==> src/rtl/qes_pkg.sv <==
// shared constants and types for the quadrature edge service block
package qes_pkg;
	// core clock
	localparam int CLK_PERIOD_NS   = 20;
	// longest time one queued edge may take to service, in ns
	localparam int SVC_TIME_NS     = 14000;
	// longest time rounds down to whole cycles
	localparam int SVC_CYC         = SVC_TIME_NS / CLK_PERIOD_NS;
	// aggregate edge budgets, edges per second
	localparam int EDGE_RATE_FULL  = 70000;
	localparam int EDGE_RATE_STRM  = 20000;
	// one stream slot holds exactly one edge service while streaming
	localparam int STRM_PERIOD_NS  = 1000000000 / EDGE_RATE_STRM;
	localparam int STRM_PERIOD_CYC = STRM_PERIOD_NS / CLK_PERIOD_NS;
	localparam int STRM_BUSY_CYC   = STRM_PERIOD_CYC - SVC_CYC;
	// slot of the full budget; the service time must fit inside it
	localparam int EDGE_SLOT_NS    = 1000000000 / EDGE_RATE_FULL;
	localparam bit SVC_FITS        = (SVC_TIME_NS <= EDGE_SLOT_NS);
	// channels and synchronised level layout
	localparam int NUM_CH          = 2;
	localparam int CH_W            = 1;
	localparam int LVL_A           = 0;
	localparam int LVL_B           = 1;
	localparam int LVL_IDX         = 2;
	localparam int LVL_W           = 3;
	// counter widths and reset values
	localparam int CNT_W           = 32;
	localparam int ERR_W           = 32;
	localparam logic [1:0] AB_RST  = 2'h0;
	// index control codes
	localparam logic [1:0] IDX_OFF  = 2'h0;
	localparam logic [1:0] IDX_ON   = 2'h1;
	localparam logic [1:0] IDX_ONCE = 2'h3;
	// scheduler states
	typedef enum logic [0:0] {SCH_IDLE, SCH_RUN} qes_sch_e;
endpackage

==> src/rtl/qes_link_if.sv <==
// link between the synchroniser, the edge scheduler and the top
`timescale 1ns/1ps
interface qes_link_if #(
	parameter int NCH = 2,
	parameter int CHW = 1,
	parameter int LW  = 3
);
	logic [LW-1:0]  lvl;
	logic [NCH-1:0] edgeHit;
	logic [NCH-1:0] take;
	logic           hold;
	logic           done;
	logic           inSvc;
	logic [CHW-1:0] svcCh;

	modport syn (output lvl, output edgeHit);
	modport sch (input edgeHit, input hold, output take, output done,
		output inSvc, output svcCh);
	modport top (input lvl, input edgeHit, input take, input done, input inSvc,
		input svcCh, output hold);
endinterface

==> src/rtl/qes_sync.sv <==
// two-stage synchroniser for phase and index lines, edge detector for the phase lines only
`timescale 1ns/1ps
module qes_sync #(
	parameter int LW  = 3,
	parameter int NCH = 2
) (
	// clock and reset
	input  wire logic          mclk,
	input  wire logic          rst_n,
	// raw lines
	input  wire logic [LW-1:0] rawLine,
	// toward scheduler and top
	qes_link_if.syn            lk
);
	logic [LW-1:0] meta_r;
	logic [LW-1:0] stab_r;
	logic [LW-1:0] last_r;

	// per line: meta feeds only stab; edges compare stab and last
	genvar i;
	generate
		for (i = 0; i < LW; i++)
		begin : g_line
			always_ff @(posedge mclk)
			begin
				if (!rst_n)
				begin
					meta_r[i] <= 1'b0;
					stab_r[i] <= 1'b0;
					last_r[i] <= 1'b0;
				end
				else
				begin
					meta_r[i] <= rawLine[i];
					stab_r[i] <= meta_r[i];
					last_r[i] <= stab_r[i];
				end
			end
		end
		// rising and falling edges on each phase both count
		for (i = 0; i < NCH; i++)
		begin : g_edge
			assign lk.edgeHit[i] = stab_r[i] ^ last_r[i];
		end
	endgenerate

	assign lk.lvl = stab_r;
endmodule

==> src/rtl/qes_sched.sv <==
// pending flags and one-at-a-time edge service timer
`timescale 1ns/1ps
module qes_sched #(
	parameter int NCH     = 2,
	parameter int CHW     = 1,
	parameter int SVC_CYC = 700
) (
	// clock and reset
	input  wire logic           mclk,
	input  wire logic           rst_n,
	// feature enable
	input  wire logic           en,
	// link and flag view
	qes_link_if.sch             lk,
	output logic      [NCH-1:0] pending
);
	qes_pkg::qes_sch_e state_r;
	logic [NCH-1:0] pend_r;
	logic [CHW-1:0] ch_r;
	logic [15:0]    cnt_r;
	logic [NCH-1:0] svcMask;
	logic [NCH-1:0] clrMask;
	logic [CHW-1:0] pickCh;
	logic           running;
	logic           lastCyc;

	// lowest numbered pending channel wins
	function automatic logic [CHW-1:0] pickLow(input logic [NCH-1:0] p);
		logic [CHW-1:0] r;
		r = '0;
		for (int k = NCH - 1; k >= 0; k--)
			if (p[k])
				r = CHW'(k);
		return r;
	endfunction

	// edges on the channel under service are dropped
	assign running  = (state_r == qes_pkg::SCH_RUN);
	assign svcMask  = running ? (NCH'(1) << ch_r) : '0;
	assign lk.take  = lk.edgeHit & ~svcMask & {NCH{en}};
	assign lastCyc  = (cnt_r == 16'(SVC_CYC - 1));
	assign lk.done  = running && !lk.hold && lastCyc;
	assign clrMask  = lk.done ? svcMask : '0;
	assign pickCh   = pickLow(pend_r);
	assign lk.inSvc = running;
	assign lk.svcCh = ch_r;
	assign pending  = pend_r;

	// a repeat edge on a waiting channel just keeps its one flag
	always_ff @(posedge mclk)
	begin
		if (!rst_n)
			pend_r <= '0;
		else
			pend_r <= (pend_r & ~clrMask) | lk.take;
	end

	// service runs to its end before another starts; stream hold pauses it
	always_ff @(posedge mclk)
	begin
		if (!rst_n)
		begin
			state_r <= qes_pkg::SCH_IDLE;
			ch_r    <= '0;
			cnt_r   <= 16'h0000;
		end
		else
		begin
			case (state_r)
				qes_pkg::SCH_IDLE:
				begin
					if (|pend_r)
					begin
						state_r <= qes_pkg::SCH_RUN;
						ch_r    <= pickCh;
						cnt_r   <= 16'h0000;
					end
				end
				qes_pkg::SCH_RUN:
				begin
					if (lk.done)
						state_r <= qes_pkg::SCH_IDLE;
					else if (!lk.hold)
						cnt_r <= cnt_r + 16'h0001;
				end
				default:
					state_r <= qes_pkg::SCH_IDLE;
			endcase
		end
	end
endmodule

==> src/rtl/qes_top.sv <==
// quadrature edge service: 4x decoder behind a serialised edge scheduler
// Operation
// - count changes by one on every serviced rising and falling edge of both phases that decodes as a single step
// - up to 70k edges per second in aggregate are serviced without loss
// - while streaming, the guaranteed aggregate budget drops to 20k edges per second
// - every edge of either polarity is queued for service while enabled, except on the channel being serviced
// - one queued edge takes no more than 14 us to service
// - an applicable edge sets that channel's pending flag
// - a started service runs to completion before any other starts
// - streaming service has priority and pre-empts edge service
// - completing a service clears that channel's pending flag
// - an edge on the channel being serviced is discarded
// - a second edge on a still-pending channel replaces the earlier one
// - a new edge during the second channel's own service is discarded
// - even line is phase A, odd line is phase B
// - signed two's complement position and a separate decode error count
// - index control 1 clears on index high, 3 clears once, 0 off
// - read-with-clear returns the count, zeroes it and re-arms one-shot index
`timescale 1ns/1ps
module qes_top #(
	parameter int CNT_W = qes_pkg::CNT_W,
	parameter int ERR_W = qes_pkg::ERR_W
) (
	// clock and reset
	input  wire logic             mclk,
	input  wire logic             rst_n,
	// encoder lines
	input  wire logic             phaseEven,
	input  wire logic             phaseOdd,
	input  wire logic             indexLine,
	// control
	input  wire logic             featEnable,
	input  wire logic [1:0]       indexMode,
	input  wire logic             streamOn,
	input  wire logic             readReq,
	input  wire logic             readClrReq,
	// results
	output logic signed [CNT_W-1:0] posCount,
	output logic [ERR_W-1:0]      errCount,
	output logic signed [CNT_W-1:0] readData,
	output logic                  readValid,
	// service view
	output logic [qes_pkg::NUM_CH-1:0] pending,
	output logic                  svcBusy,
	output logic                  streamHold
);
	localparam int NCH = qes_pkg::NUM_CH;
	localparam int CHW = qes_pkg::CH_W;
	localparam int LW  = qes_pkg::LVL_W;

	qes_link_if #(.NCH(NCH), .CHW(CHW), .LW(LW)) lk ();

	logic [LW-1:0]         rawLine;
	logic [LW-1:0]         snap_r [NCH];
	logic [LW-1:0]         cur;
	logic [1:0]            prevAb_r;
	logic [1:0]            newAb;
	logic [1:0]            fwdAb;
	logic [1:0]            bwdAb;
	logic                  stepUp;
	logic                  stepDn;
	logic                  stepErr;
	logic                  idxArmed;
	logic                  idxHit;
	logic                  armed_r;
	logic                  enPrev_r;
	logic                  enRise;
	logic                  rearm;
	logic [15:0]           strmCnt_r;
	logic                  strmWrap;
	logic signed [CNT_W-1:0] pos_r;
	logic signed [CNT_W-1:0] posBase;
	logic signed [CNT_W-1:0] pos_nxt;
	logic [ERR_W-1:0]      err_r;
	logic signed [CNT_W-1:0] rdData_r;
	logic                  rdValid_r;

	// even line is phase A, odd line is phase B
	assign rawLine[qes_pkg::LVL_A]   = phaseEven;
	assign rawLine[qes_pkg::LVL_B]   = phaseOdd;
	assign rawLine[qes_pkg::LVL_IDX] = indexLine;

	qes_sync #(
		.LW  (LW),
		.NCH (NCH)
	) u_sync (
		.mclk    (mclk),
		.rst_n   (rst_n),
		.rawLine (rawLine),
		.lk      (lk)
	);

	qes_sched #(
		.NCH     (NCH),
		.CHW     (CHW),
		.SVC_CYC (qes_pkg::SVC_CYC)
	) u_sched (
		.mclk    (mclk),
		.rst_n   (rst_n),
		.en      (featEnable),
		.lk      (lk),
		.pending (pending)
	);

	// stream task owns the first part of each slot, leaving one service time
	assign strmWrap   = (strmCnt_r == 16'(qes_pkg::STRM_PERIOD_CYC - 1));
	assign lk.hold    = streamOn && (strmCnt_r < 16'(qes_pkg::STRM_BUSY_CYC));
	assign streamHold = lk.hold;

	// slot divider; idle at zero when streaming is off
	always_ff @(posedge mclk)
	begin
		if (!rst_n || !streamOn)
			strmCnt_r <= 16'h0000;
		else if (strmWrap)
			strmCnt_r <= 16'h0000;
		else
			strmCnt_r <= strmCnt_r + 16'h0001;
	end

	// each taken edge overwrites its channel's snapshot, so only the latest survives
	genvar c;
	generate
		for (c = 0; c < NCH; c++)
		begin : g_snap
			always_ff @(posedge mclk)
			begin
				if (!rst_n)
					snap_r[c] <= '0;
				else if (lk.take[c])
					snap_r[c] <= lk.lvl;
			end
		end
	endgenerate

	// decode the finished channel's snapshot against the last decoded state
	assign cur     = snap_r[lk.svcCh];
	assign newAb   = {cur[qes_pkg::LVL_B], cur[qes_pkg::LVL_A]};
	assign fwdAb   = {~prevAb_r[0], prevAb_r[1]}; // 00,10,11,01 order forward
	assign bwdAb   = {prevAb_r[0], ~prevAb_r[1]};
	assign stepUp  = lk.done && (newAb == fwdAb);
	assign stepDn  = lk.done && (newAb == bwdAb);
	assign stepErr = lk.done && (newAb == ~prevAb_r);

	// index clears only at a serviced phase edge with index high
	assign idxArmed = (indexMode == qes_pkg::IDX_ON) ||
		((indexMode == qes_pkg::IDX_ONCE) && armed_r);
	assign idxHit   = lk.done && cur[qes_pkg::LVL_IDX] && idxArmed;

	// re-arm on read-with-clear or on feature enable
	assign enRise = featEnable && !enPrev_r;
	assign rearm  = readClrReq || enRise;

	// read-with-clear zeroes first, then this cycle's edge applies
	assign posBase = readClrReq ? '0 : pos_r;
	always_comb
	begin
		pos_nxt = posBase;
		if (idxHit)
			pos_nxt = '0;
		else if (stepUp)
			pos_nxt = posBase + CNT_W'(1);
		else if (stepDn)
			pos_nxt = posBase - CNT_W'(1);
	end

	// signed position, wraps in two's complement
	always_ff @(posedge mclk)
	begin
		if (!rst_n)
			pos_r <= '0;
		else
			pos_r <= pos_nxt;
	end

	// decode errors are counted apart from the position
	always_ff @(posedge mclk)
	begin
		if (!rst_n)
			err_r <= '0;
		else if (stepErr)
			err_r <= err_r + ERR_W'(1);
	end

	// last decoded phase state; follows the lines while disabled to avoid a false step
	always_ff @(posedge mclk)
	begin
		if (!rst_n)
			prevAb_r <= qes_pkg::AB_RST;
		else if (!featEnable)
			prevAb_r <= {lk.lvl[qes_pkg::LVL_B], lk.lvl[qes_pkg::LVL_A]};
		else if (lk.done)
			prevAb_r <= newAb;
	end

	// one-shot arm: a re-arm in the same cycle as a clear wins
	always_ff @(posedge mclk)
	begin
		if (!rst_n)
		begin
			armed_r  <= 1'b1;
			enPrev_r <= 1'b0;
		end
		else
		begin
			enPrev_r <= featEnable;
			if (rearm)
				armed_r <= 1'b1;
			else if (idxHit && indexMode == qes_pkg::IDX_ONCE)
				armed_r <= 1'b0;
		end
	end

	// read capture returns the count as it stood before any clear
	always_ff @(posedge mclk)
	begin
		if (!rst_n)
		begin
			rdData_r  <= '0;
			rdValid_r <= 1'b0;
		end
		else
		begin
			rdValid_r <= readReq || readClrReq;
			if (readReq || readClrReq)
				rdData_r <= pos_r;
		end
	end

	assign posCount  = pos_r;
	assign errCount  = err_r;
	assign readData  = rdData_r;
	assign readValid = rdValid_r;
	assign svcBusy   = lk.inSvc;
endmodule

==> config.mk <==
export PLATFORM = sky130hd
export DESIGN_NAME = qes_top
export DESIGN_NICKNAME = d
export VERILOG_FILES = /design/src/rtl/qes_pkg.sv /design/src/rtl/qes_link_if.sv /design/src/rtl/qes_sync.sv /design/src/rtl/qes_sched.sv /design/src/rtl/qes_top.sv
export SDC_FILE = /design/constraint.sdc
export NUM_CORES = 1
export LEC_CHECK = 0
export BUFFER_PORTS_ARGS = -buffer_cell sky130_fd_sc_hd__buf_2
export CAP_MARGIN = 10
export CORE_MARGIN = 3
export CORE_UTILIZATION = 60
export CTS_BUF_LIST = sky130_fd_sc_hd__clkbuf_4
export CTS_CLUSTER_SIZE = 20
export DETAILED_ROUTE_END_ITERATION = 10
export GPL_TIMING_DRIVEN = 0
export PLACE_DENSITY_LB_ADDON = 0.1
export SYNTH_ARGS = -nofsm -noshare
export SYNTH_HDL_FRONTEND = slang
export SYNTH_HIERARCHICAL = 1
export SYNTH_SLANG_ARGS = --single-unit
export TNS_END_PERCENT = 50
==> constraint.sdc <==
create_clock -name mclk -period 4.1 [get_ports mclk]
set_clock_uncertainty 0.15 [all_clocks]
set_input_delay 0.82 -clock mclk [delete_from_list [all_inputs] [get_ports mclk]]
set_output_delay 0.82 -clock mclk [all_outputs]
set_load 0.02 [all_outputs]
After elaboration in Yosys (flattened, before gate mapping). Memory sizes are Yosys's and may differ from the RTL's. A register that Yosys moved wholly into a read port is not among the register bits. Cells that the tools add are included.

Multiply operators: 0. Eq/ne operators: 11. $add $sub $neg: 5. Divide/modulo/power cells: 0. Magnitude comparators: 1. Mux-type cells: 27. Bitwise operators: 15. Shifts and indexed selects: 1. Reduce and logical (&&, ||, !) cells: 25.

Operator list (number): 2-to-1 mux 32 bit (3); 2-to-1 mux 16 bit (3); adder 16 x 1 -> 16 bit, second input constant (2); adder 32 x 1 -> 32 bit, second input constant (1); adder 32 x 2 -> 32 bit, second input constant (1); one-hot mux 16 bit (2 select lines) (1); subtractor 32 x 2 -> 32 bit, second input constant (1); == test 16 x 10 -> 1 bit, second input constant (1); == test 16 x 12 -> 1 bit, second input constant (1); < comparator 16 x 11 -> 1 bit, second input constant (1); 2-to-1 mux 1 bit (13); logical AND 1 bit (11); 2-to-1 mux 2 bit (4); OR reduction 2 bit (4); AND 2 bit (3); == test 2 bit (3); 2-to-1 mux 3 bit (2); inverter 2 bit (3); zero test 1 bit (4); logical OR 1 bit (4); inequality test 2 x 1 -> 1 bit, second input constant (2); inequality test 2 bit, second input constant (2); inverter 1 bit (4); AND reduction 3 bit (1); 8 further kinds (10).

Bits in latches: 0. Output and inout bits: 101. Bits of input ports: 11. Flip-flop bits (word level): 145. Bits in read-only memories: 0. Memories: 1. Word-level logic and storage cells: 106. Bits in writable memories: 6.

Memories: snap_r (words 2, bits a word 3, rd ports 1, clocked after memory_dff 1, write ports 2, line qes_top.sv:54) `logic [LW-1:0] snap_r [NCH];`.

Logic depth before layout (Yosys ltp). Gate-level depths: netlist (run 1).

Word-level depth: 9. Mapped depth: 13. Depth with buffers taken out: 11.

Hierarchy. The synthesis (run 1) kept the hierarchy.

Modules (own cells, without submodules): qes_top (instances 1, seq. area each 2522.4 um^2, area an instance 6465.0 um^2, cells an instance 786); qes_sched (instances 1, seq. area each 400.4 um^2, area an instance 1086.0 um^2, cells an instance 137); qes_sync (instances 1, seq. area each 160.2 um^2, area an instance 227.7 um^2, cells an instance 18).

Worst setup path after synthesis (run 1). No wires, ideal clock.

Path kind: input to register. Start point: input streamOn. End point: register pos_r[26] (netlist: posCount[26]). Arrival time: 3247 ps. Cell stages on the path: 10. Path slack: 633 ps. Data required time: 3880 ps. Library setup time: 70 ps. Path buffers: 1. Cell sequence: and4b_1 nand2b_1 nor2_1 clkbuf_1 nor2b_1 mux2i_4 nor2_2 mux2_2 or3_1 a21oi_1.

Longest elaborated chain between the ends: 7. Elaborated cells between the ends (all ways): 11.

RTL lines: from (decl) (line qes_top.sv:34) `input wire logic streamOn,`; logical AND 1 bit * (line qes_top.sv:107) `assign lk.hold = streamOn && (strmCnt_r < 16'(qes_pkg::STRM_BUSY_CYC));`; zero test 1 bit * (line qes_sched.sv:42) `assign lk.done = running && !lk.hold && lastCyc;`; logical AND 1 bit * (2 in series) (line qes_sched.sv:42); via lk.done (line qes_link_if.sv:12) `logic done;`; logical AND 1 bit, on equally long branches (line qes_top.sv:142, qes_top.sv:148); 2-to-1 mux 32 bit or logical AND 1 bit (tied branches) (line qes_top.sv:163, qes_top.sv:148); 2-to-1 mux 32 bit or OR reduction 2 bit (tied branches); to (signal assigned) (line qes_top.sv:173) `pos_r <= pos_nxt;`; to (decl) (line qes_top.sv:71) `logic signed [CNT_W-1:0] pos_r;`.

Mark *: on every way through the listed nets, which the timed path passes. The rest lies on a longest branch. A chain may end at the register's enable or synchronous reset.

Worst setup path after layout (run 1).
Start point: register strmCnt_r[5]. End point: register pos_r[27] (netlist: posCount[27]).

Longest elaborated chain between the ends: 8. Elaborated cells between the ends (all ways): 12.

RTL lines: from (decl) (line qes_top.sv:69) `logic [15:0] strmCnt_r;`; from (signal assigned) (line qes_top.sv:118) `strmCnt_r <= strmCnt_r + 16'h0001;`; < comparator 16 x 11 -> 1 bit * (line qes_top.sv:107); logical AND 1 bit * (line qes_top.sv:107); zero test 1 bit * (line qes_sched.sv:42); logical AND 1 bit * (2 in series) (line qes_sched.sv:42); via lk.done (line qes_link_if.sv:12); logical AND 1 bit, on equally long branches (line qes_top.sv:142, qes_top.sv:148); 2-to-1 mux 32 bit or logical AND 1 bit (tied branches) (line qes_top.sv:163, qes_top.sv:148); 2-to-1 mux 32 bit or OR reduction 2 bit (tied branches).

Marks and branches as above.

==> metrics.txt, run 1 <==
hold slack final just under 0.3 ns; Netlist cell types between 70 and 80; GRT Resource Usage Total 0.283; LEAKAGE roughly 3.6 nW; Die X 120 um; Clock Sinks about 150; largest net degree at the start of global routing 19; Die Height roughly 120 um; fmax 0.260 GHz; maxcap violations 0; peak supply drop 0.000216 V; Synth Net Count around 960; Worst path max stage delay 0.93 ns; Pint 2.07 mW; CP Cell Sequence or3_1 > o311ai_0 > and4b_2 > nand2b_1 > nor2_2 > clkbuf_2 > nand2_1 > nor2_1 > a21boi_0 > o2111a_1 > a21oi_1 > o41ai_1; later-pin clock latency in the skew report between 0.5 and 0.6 ns; antenna violations before repair 1; DP Wirelength between 10,000 and 15,000 um; CTS tree yes; Syn. warnings 6; asr flop ratio synth 0; most instantiated cells after synthesis 145 x dfxtp_1, 128 x nand2_1, 71 x nor2_1, 46 x and2_1, 43 x nand3_1; slowest stage cell on the critical path a21boi_0; boundary pin count approximately 110; drt via density 5.97; Clock transition at path regs 0.13 ns; count leader, synth dfxtp_1; first-pass GRT wire length between 30,000 and 40,000 um; routed wire length per instance about 16 um; outcome complete, no violations; Layout area overhead 14.6%; Slew @ Worst Pin roughly 1.2 ns; setup_tns 0 ns; Via Count ~7,500; Top FF cell, synth dfxtp_1; EDFF count, synth 6; Root Buffer clkbuf_4; top cells by area, synth dfxtp_1 37%, nand2_1 6.2%, and2_1 3.7%, xor2_1 3.5%, a21boi_0 3.5%; Req. time, crit path 4.42 ns; sequential share of power 0.549; port bufs 110; final setup fails 0; mean cell area of the mapped netlist between 8 and 9 sq um; fraction of layout instances using a drive strength above 1 0.166; min cycle time layout 3.85 ns; starting DRC count in detailed routing 847; crit start category register; Comb power frac 0.056; worst min path class reg2reg; crit path max fanout 10; Pwr Total 2.73 mW; Max Root-Sink Buffers 2; Synth Register Bits around 150; Slew headroom 0.187; max-slew violations 0; GR Overflow Total 0; Total Wirelength approximately 20,000 um; gpl congestion slightly below 1; Setup CP Type reg2reg; CP Capture Type register; post-route clock period utilization 0.938; power density over the cells between 300 and 400 nW/um^2; # nets final 1,088; Die ar. between 10,000 and 15,000 sq um; cell taking the most area after synthesis dfxtp_1; htree depth 4; share of total power in the clock network 0.395; switching power about 0.66 mW; Synth Instances around 940; Critical Path AT between 4 and 5 ns; top-area cell type share of the netlist area 0.373; post-synthesis cell area ~8000 sq um; Core Area between 10,000 and 15,000 sq um; site row count 40; CTS buffer count 17; vias in the first global route roughly 6,800; Fin. Hold Viols 0; post-synthesis sequential area ratio 0.396; DRC 0; 1st-pass router iterations 5; Sw Share 0.243; Initial Util 0.629; post-route ant nets 0
## cell families (layout without fill, tap and decap cells)
kind of cell / Yosys count / count (layout) / synth area share
adders and majority gates: 5 / 5 / 0.00804
xor gates and xnor gates: 61 / 61 / 0.0696
AOI/OAI and AO/OA: 163 / 163 / 0.144
other: 0 / 2 / 0
DFF: 151 / 151 / 0.396
muxes: 13 / 13 / 0.0224
buffers and inverters: 74 / 217 / 0.0391
and+or+nand+nor: 474 / 474 / 0.321
## timing repair
action,CTS,global route
endpoints found under the setup margin,0,30
setup buffers,0,2
gates resized for setup,0,8
endpoints found under the hold margin,0,0
hold buffers,0,0
## critical path, delay by kind of cell (launching register included)
kind	cells	cell delay [ns]
AND/OR/NAND/NOR	6	1.33
AO/OA/AOI/OAI	5	1.67
flip-flops	1	0.37
buffers and inverters	1	0.22
## worst paths after layout
kind	start	endpoint	slack, ns	depth (start not counted)
worst max-delay path	strmCnt_r[5]	posCount[27]	0.25	12
worst min-delay path	u_sync/meta_r[0]	u_sync/lk.lvl[0]	0.30	1
worst max register to register	strmCnt_r[5]	posCount[27]	0.25	12
worst min register to register	u_sync/meta_r[0]	u_sync/lk.lvl[0]	0.30	1
## layout by cell type, fill, tap and decap left out, drive strengths merged, types with 5 or more instances in the layout
master	n
and4	8
nor2	73
or4	7
nor4	35
a31oi	9
buf	124
mux2i	8
nand3	44
mux2	5
ha	5
dfxtp	145
and2	46
xnor2	29
o211ai	5
xor2	32
nand2	128
and3	28
edfxtp	6
nor2b	17
a21boi	36
clkinv	8
o21ai	21
or3	11
nor3	33
clkbuf	57
a21oi	38
bufinv	5
inv	21
nand2b	5
nand4	24
## stage by stage
stage | instances | instance area, sq um | worst slack [ns] | utilization
2_1_floorplan | 941 | 7780 | 0.633 | -
3_3_place_gp | 1219 | 8540 | -0.102 | 0.691
3_5_place_dp | 1219 | 8540 | -0.137 | 0.691
4_1_cts | 1250 | 8870 | 0.0714 | 0.718
5_1_grt | 1254 | 8910 | -0.0102 | 0.721
6_report | 1254 | 8910 | 0.253 | 0.721
## per-layer routing
metal | track usage | vias up | share of wire
li1 | - | 3617 | -
met1 | 0.384 | 3488 | 0.44
met2 | 0.446 | 320 | 0.46
met3 | 0.0504 | 60 | 0.074
met4 | 0.117 | 0 | 0.025
met5 | 0 | - | 0
## power groups by stage
stage / sequential [mW] / clock [mW] / combinational, mW
CTS: 1.50 / 1.09 / 0.149
finish: 1.50 / 1.08 / 0.152
global route: 1.50 / 1.15 / 0.165
global placement: 1.53 / 0 / 0.147
detailed placement: 1.53 / 0 / 0.149
floorplan: 1.53 / 0 / 0.0964
## flip-flops by register name (all words and copies together), names as in the netlist, 2 cells and up
name / flops
errCount: 32
posCount: 32
readData: 32
strmCnt_r: 16
u_sched/cnt_r: 16
snap_r: 6
u_sync/lk.lvl: 3
u_sync/meta_r: 3
prevAb_r: 2
u_sched/pending: 2
u_sync/last_r: 2
## area by class of cell
class / count / area [sq um]
clock buffers: 17 / 128
diodes: 2 / 5.00
repair buffers: 112 / 566
fillers: 1037 / 3450
well taps: 168 / 210
multi-input cells: 716 / 4410
flip-flops and latches: 151 / 3080
inverters: 22 / 82.6
plain buffers: 52 / 224
clock inverters: 14 / 205
Note: power is estimated with default switching activity, not from simulation.
==> run 2: changes to the inputs <==
Settings changed: SETUP_SLACK_MARGIN from default to 0.4.
==> run 2 against run 1 <==
Non-clock buffer count rose by 7. Sequential power about the same. Global-route usage grew 0.060 points. First-iteration DRC count rose by 0.24%. Clock power about the same. Combinational power grew 3%. Flip-flop and latch count is the same. Die area did not move. Register-to-register slack gained 0.23 ns. Sequential share of layout area decreased by 0.35 points.
==> metrics.txt, run 2 (synthesis results as in run 1) <==
outcome complete, no violations (unchanged); largest net degree at the start of global routing 19 (unchanged); CTS buffer count 17 (unchanged); DP Wirelength 14,500 um (unchanged); fraction of layout instances using a drive strength above 1 0.178 (was 0.166); port bufs 110 (unchanged); first-pass GRT wire length 33,400 um (was 33,300 um); setup_tns 0 ns (unchanged); CTS tree yes (unchanged); starting DRC count in detailed routing 849 (was 847); htree depth 4 (unchanged); Clock transition at path regs 0.13 ns (about the same); Pwr Total 2.73 mW (about the same); hold slack final 0.295 ns (was 0.298 ns); switching power 0.665 mW (was 0.663 mW); Fin. Hold Viols 0 (unchanged); CP Capture Type register (unchanged); R2R setup slack 0.49 ns (was 0.25 ns); Filler cells 1,017 (was 1,037); Die X 120 um (unchanged); hold-fix buffers at CTS 0 (unchanged); Pint 2.07 mW (about the same); vias in the first global route 6,812 (was 6,758); GR Overflow Total 0 (unchanged); Core Area 12,400 sq um (unchanged); Worst Min Path Start indexLine (was u_sync/meta_r[0]); Die ar. 14,400 sq um (unchanged); Slew @ Worst Pin 0.976 ns (was 1.21 ns); DRC 0 (unchanged); crit start category register (unchanged); unrepaired setup endpoints after global routing yes; FF-to-FF End posCount[28] (was posCount[27]); Req. time, crit path 4.45 ns (was 4.42 ns); final setup fails 0 (unchanged); commonest non-fill, non-tap cells in the layout 145 x dfxtp_1, 128 x nand2_1, 115 x buf_2 (unchanged); Slew headroom 0.339 (was 0.187); Sw Share 0.243 (about the same); ANT cells 0 (was 2); LEAKAGE 3.66 nW (was 3.61 nW); site row count 40 (unchanged); fmax 0.277 GHz (was 0.260 GHz); sequential share of power 0.548 (was 0.549); GRT Resource Usage Total 0.283 (about the same); Comb power frac 0.057 (was 0.056); share of total power in the clock network 0.395 (about the same); final instance area 9000 sq um (was 8910 sq um); Via Count 7,521 (was 7,485); worst r2r path cells 12 (unchanged); post-route clock period utilization 0.881 (was 0.938); Die Height 120 um (unchanged); maxcap violations 0 (unchanged); commonest non-fill, non-tap cell in the layout dfxtp_1 (unchanged); boundary pin count 112 (unchanged); gpl congestion 0.964 (unchanged); crit path max fanout 10 (unchanged); max-slew violations 0 (unchanged); drt via density 5.97 (about the same); Total Wirelength 20,400 um (was 20,300 um); routed wire length per instance 16.2 um (about the same); 1st-pass router iterations 5 (unchanged); power density over the cells 304 nW/um^2 (was 306 nW/um^2); Setup CP Type reg2reg (unchanged); later-pin clock latency in the skew report 0.58 ns (was 0.57 ns); # nets final 1,095 (was 1,088); Max Root-Sink Buffers 2 (unchanged); Clock Sinks 151 (unchanged); Critical Path AT 3.96 ns (was 4.17 ns); Root Buffer clkbuf_4 (unchanged); post-route ant nets 0 (unchanged); hold path endpoint u_sync/meta_r[2] (was u_sync/lk.lvl[0]); reg-to-reg startpoint strmCnt_r[5] (unchanged); min cycle time layout 3.61 ns (was 3.85 ns); peak supply drop 0.000242 V (was 0.000216 V); Hold Path Depth 2 (was 1); placed cell areas 8540 sq um (unchanged); worst min path class in2reg (was reg2reg); Initial Util 0.629 (unchanged); antenna violations before repair 0 (was 1); Layout area overhead 15.8% (was 14.6%)
-- run 2: changes by cell type in the layout (fill, tap and decap cells not counted), sizes merged --
| cell | delta |
|---|---|
| buf | +8 |
| diode | -2 |
| clkbuf | -1 |
-- run 2: metal layers --
layer | GRT usage | routed length [um] | up-vias
li1 | - | - | 3632
met1 | 0.383 | 8880 | 3488
met2 | 0.447 | 9420 | 348
met3 | 0.0636 | 1620 | 53
met4 | 0.102 | 513 | 0
met5 | 0 | 0 | -
-- run 2: what timing repair did --
item	4_1_cts	5_1_grt
setup buffers	2	7
setup endpoints to repair	31	30
pin swaps	0	3
gates resized for setup	5	19
-- run 2: worst max-delay path by stage --
stage,from,to,slack (ns),cells past startpoint
final,strmCnt_r[5],posCount[28],0.49,12
after global routing,u_sched/cnt_r[0],posCount[16],0.30,11
after CTS,strmCnt_r[5],posCount[31],0.42,13
after detailed placement,readClrReq,posCount[28],-0.14,13
after global placement,readClrReq,posCount[28],-0.10,13
after floorplan,streamOn,posCount[26],0.63,10
-- run 2: through the flow --
step / worst slack (ns) / util / std cells
after floorplan: 0.633 / - / 941
after global placement: -0.102 / 0.691 / 1219
after detailed placement: -0.137 / 0.691 / 1219
after CTS: 0.418 / 0.720 / 1252
after global routing: 0.297 / 0.728 / 1259
final: 0.486 / 0.728 / 1259
-- run 2: area by class of cell --
| cell class | instances | area [sq um] | area share |
|---|---|---|---|
| multi-input combinational | 716 | 4450 | 0.494 |
| sequential | 151 | 3080 | 0.342 |
| timing repair buffer | 119 | 618 | 0.0686 |
| buffer | 52 | 229 | 0.0254 |
| tap | 168 | 210 | 0.0233 |
| clock inverter | 14 | 205 | 0.0228 |
| clock buffer | 17 | 128 | 0.0142 |
| inverter | 22 | 82.6 | 0.00917 |
-- run 2: power by group through the flow --
stage / Combinational [mW] / Sequential, mW / Clock (mW)
6_report: 0.156 / 1.50 / 1.08
5_1_grt: 0.168 / 1.50 / 1.16
4_1_cts: 0.150 / 1.50 / 1.09
3_5_place_dp: 0.149 / 1.53 / 0
3_3_place_gp: 0.147 / 1.53 / 0
2_1_floorplan: 0.0964 / 1.53 / 0
-- run 2: critical path, stage by stage, from the launching register on --
cell	delay (ns)
dfxtp_1	0.37
or3_1	0.44
o311ai_2	0.25
and4b_2	0.32
nand2b_4	0.20
nor2_4	0.08
buf_2	0.20
and2_1	0.21
mux2i_4	0.32
nor2_2	0.12
o32a_1	0.37
or3_1	0.35
a21oi_1	0.17
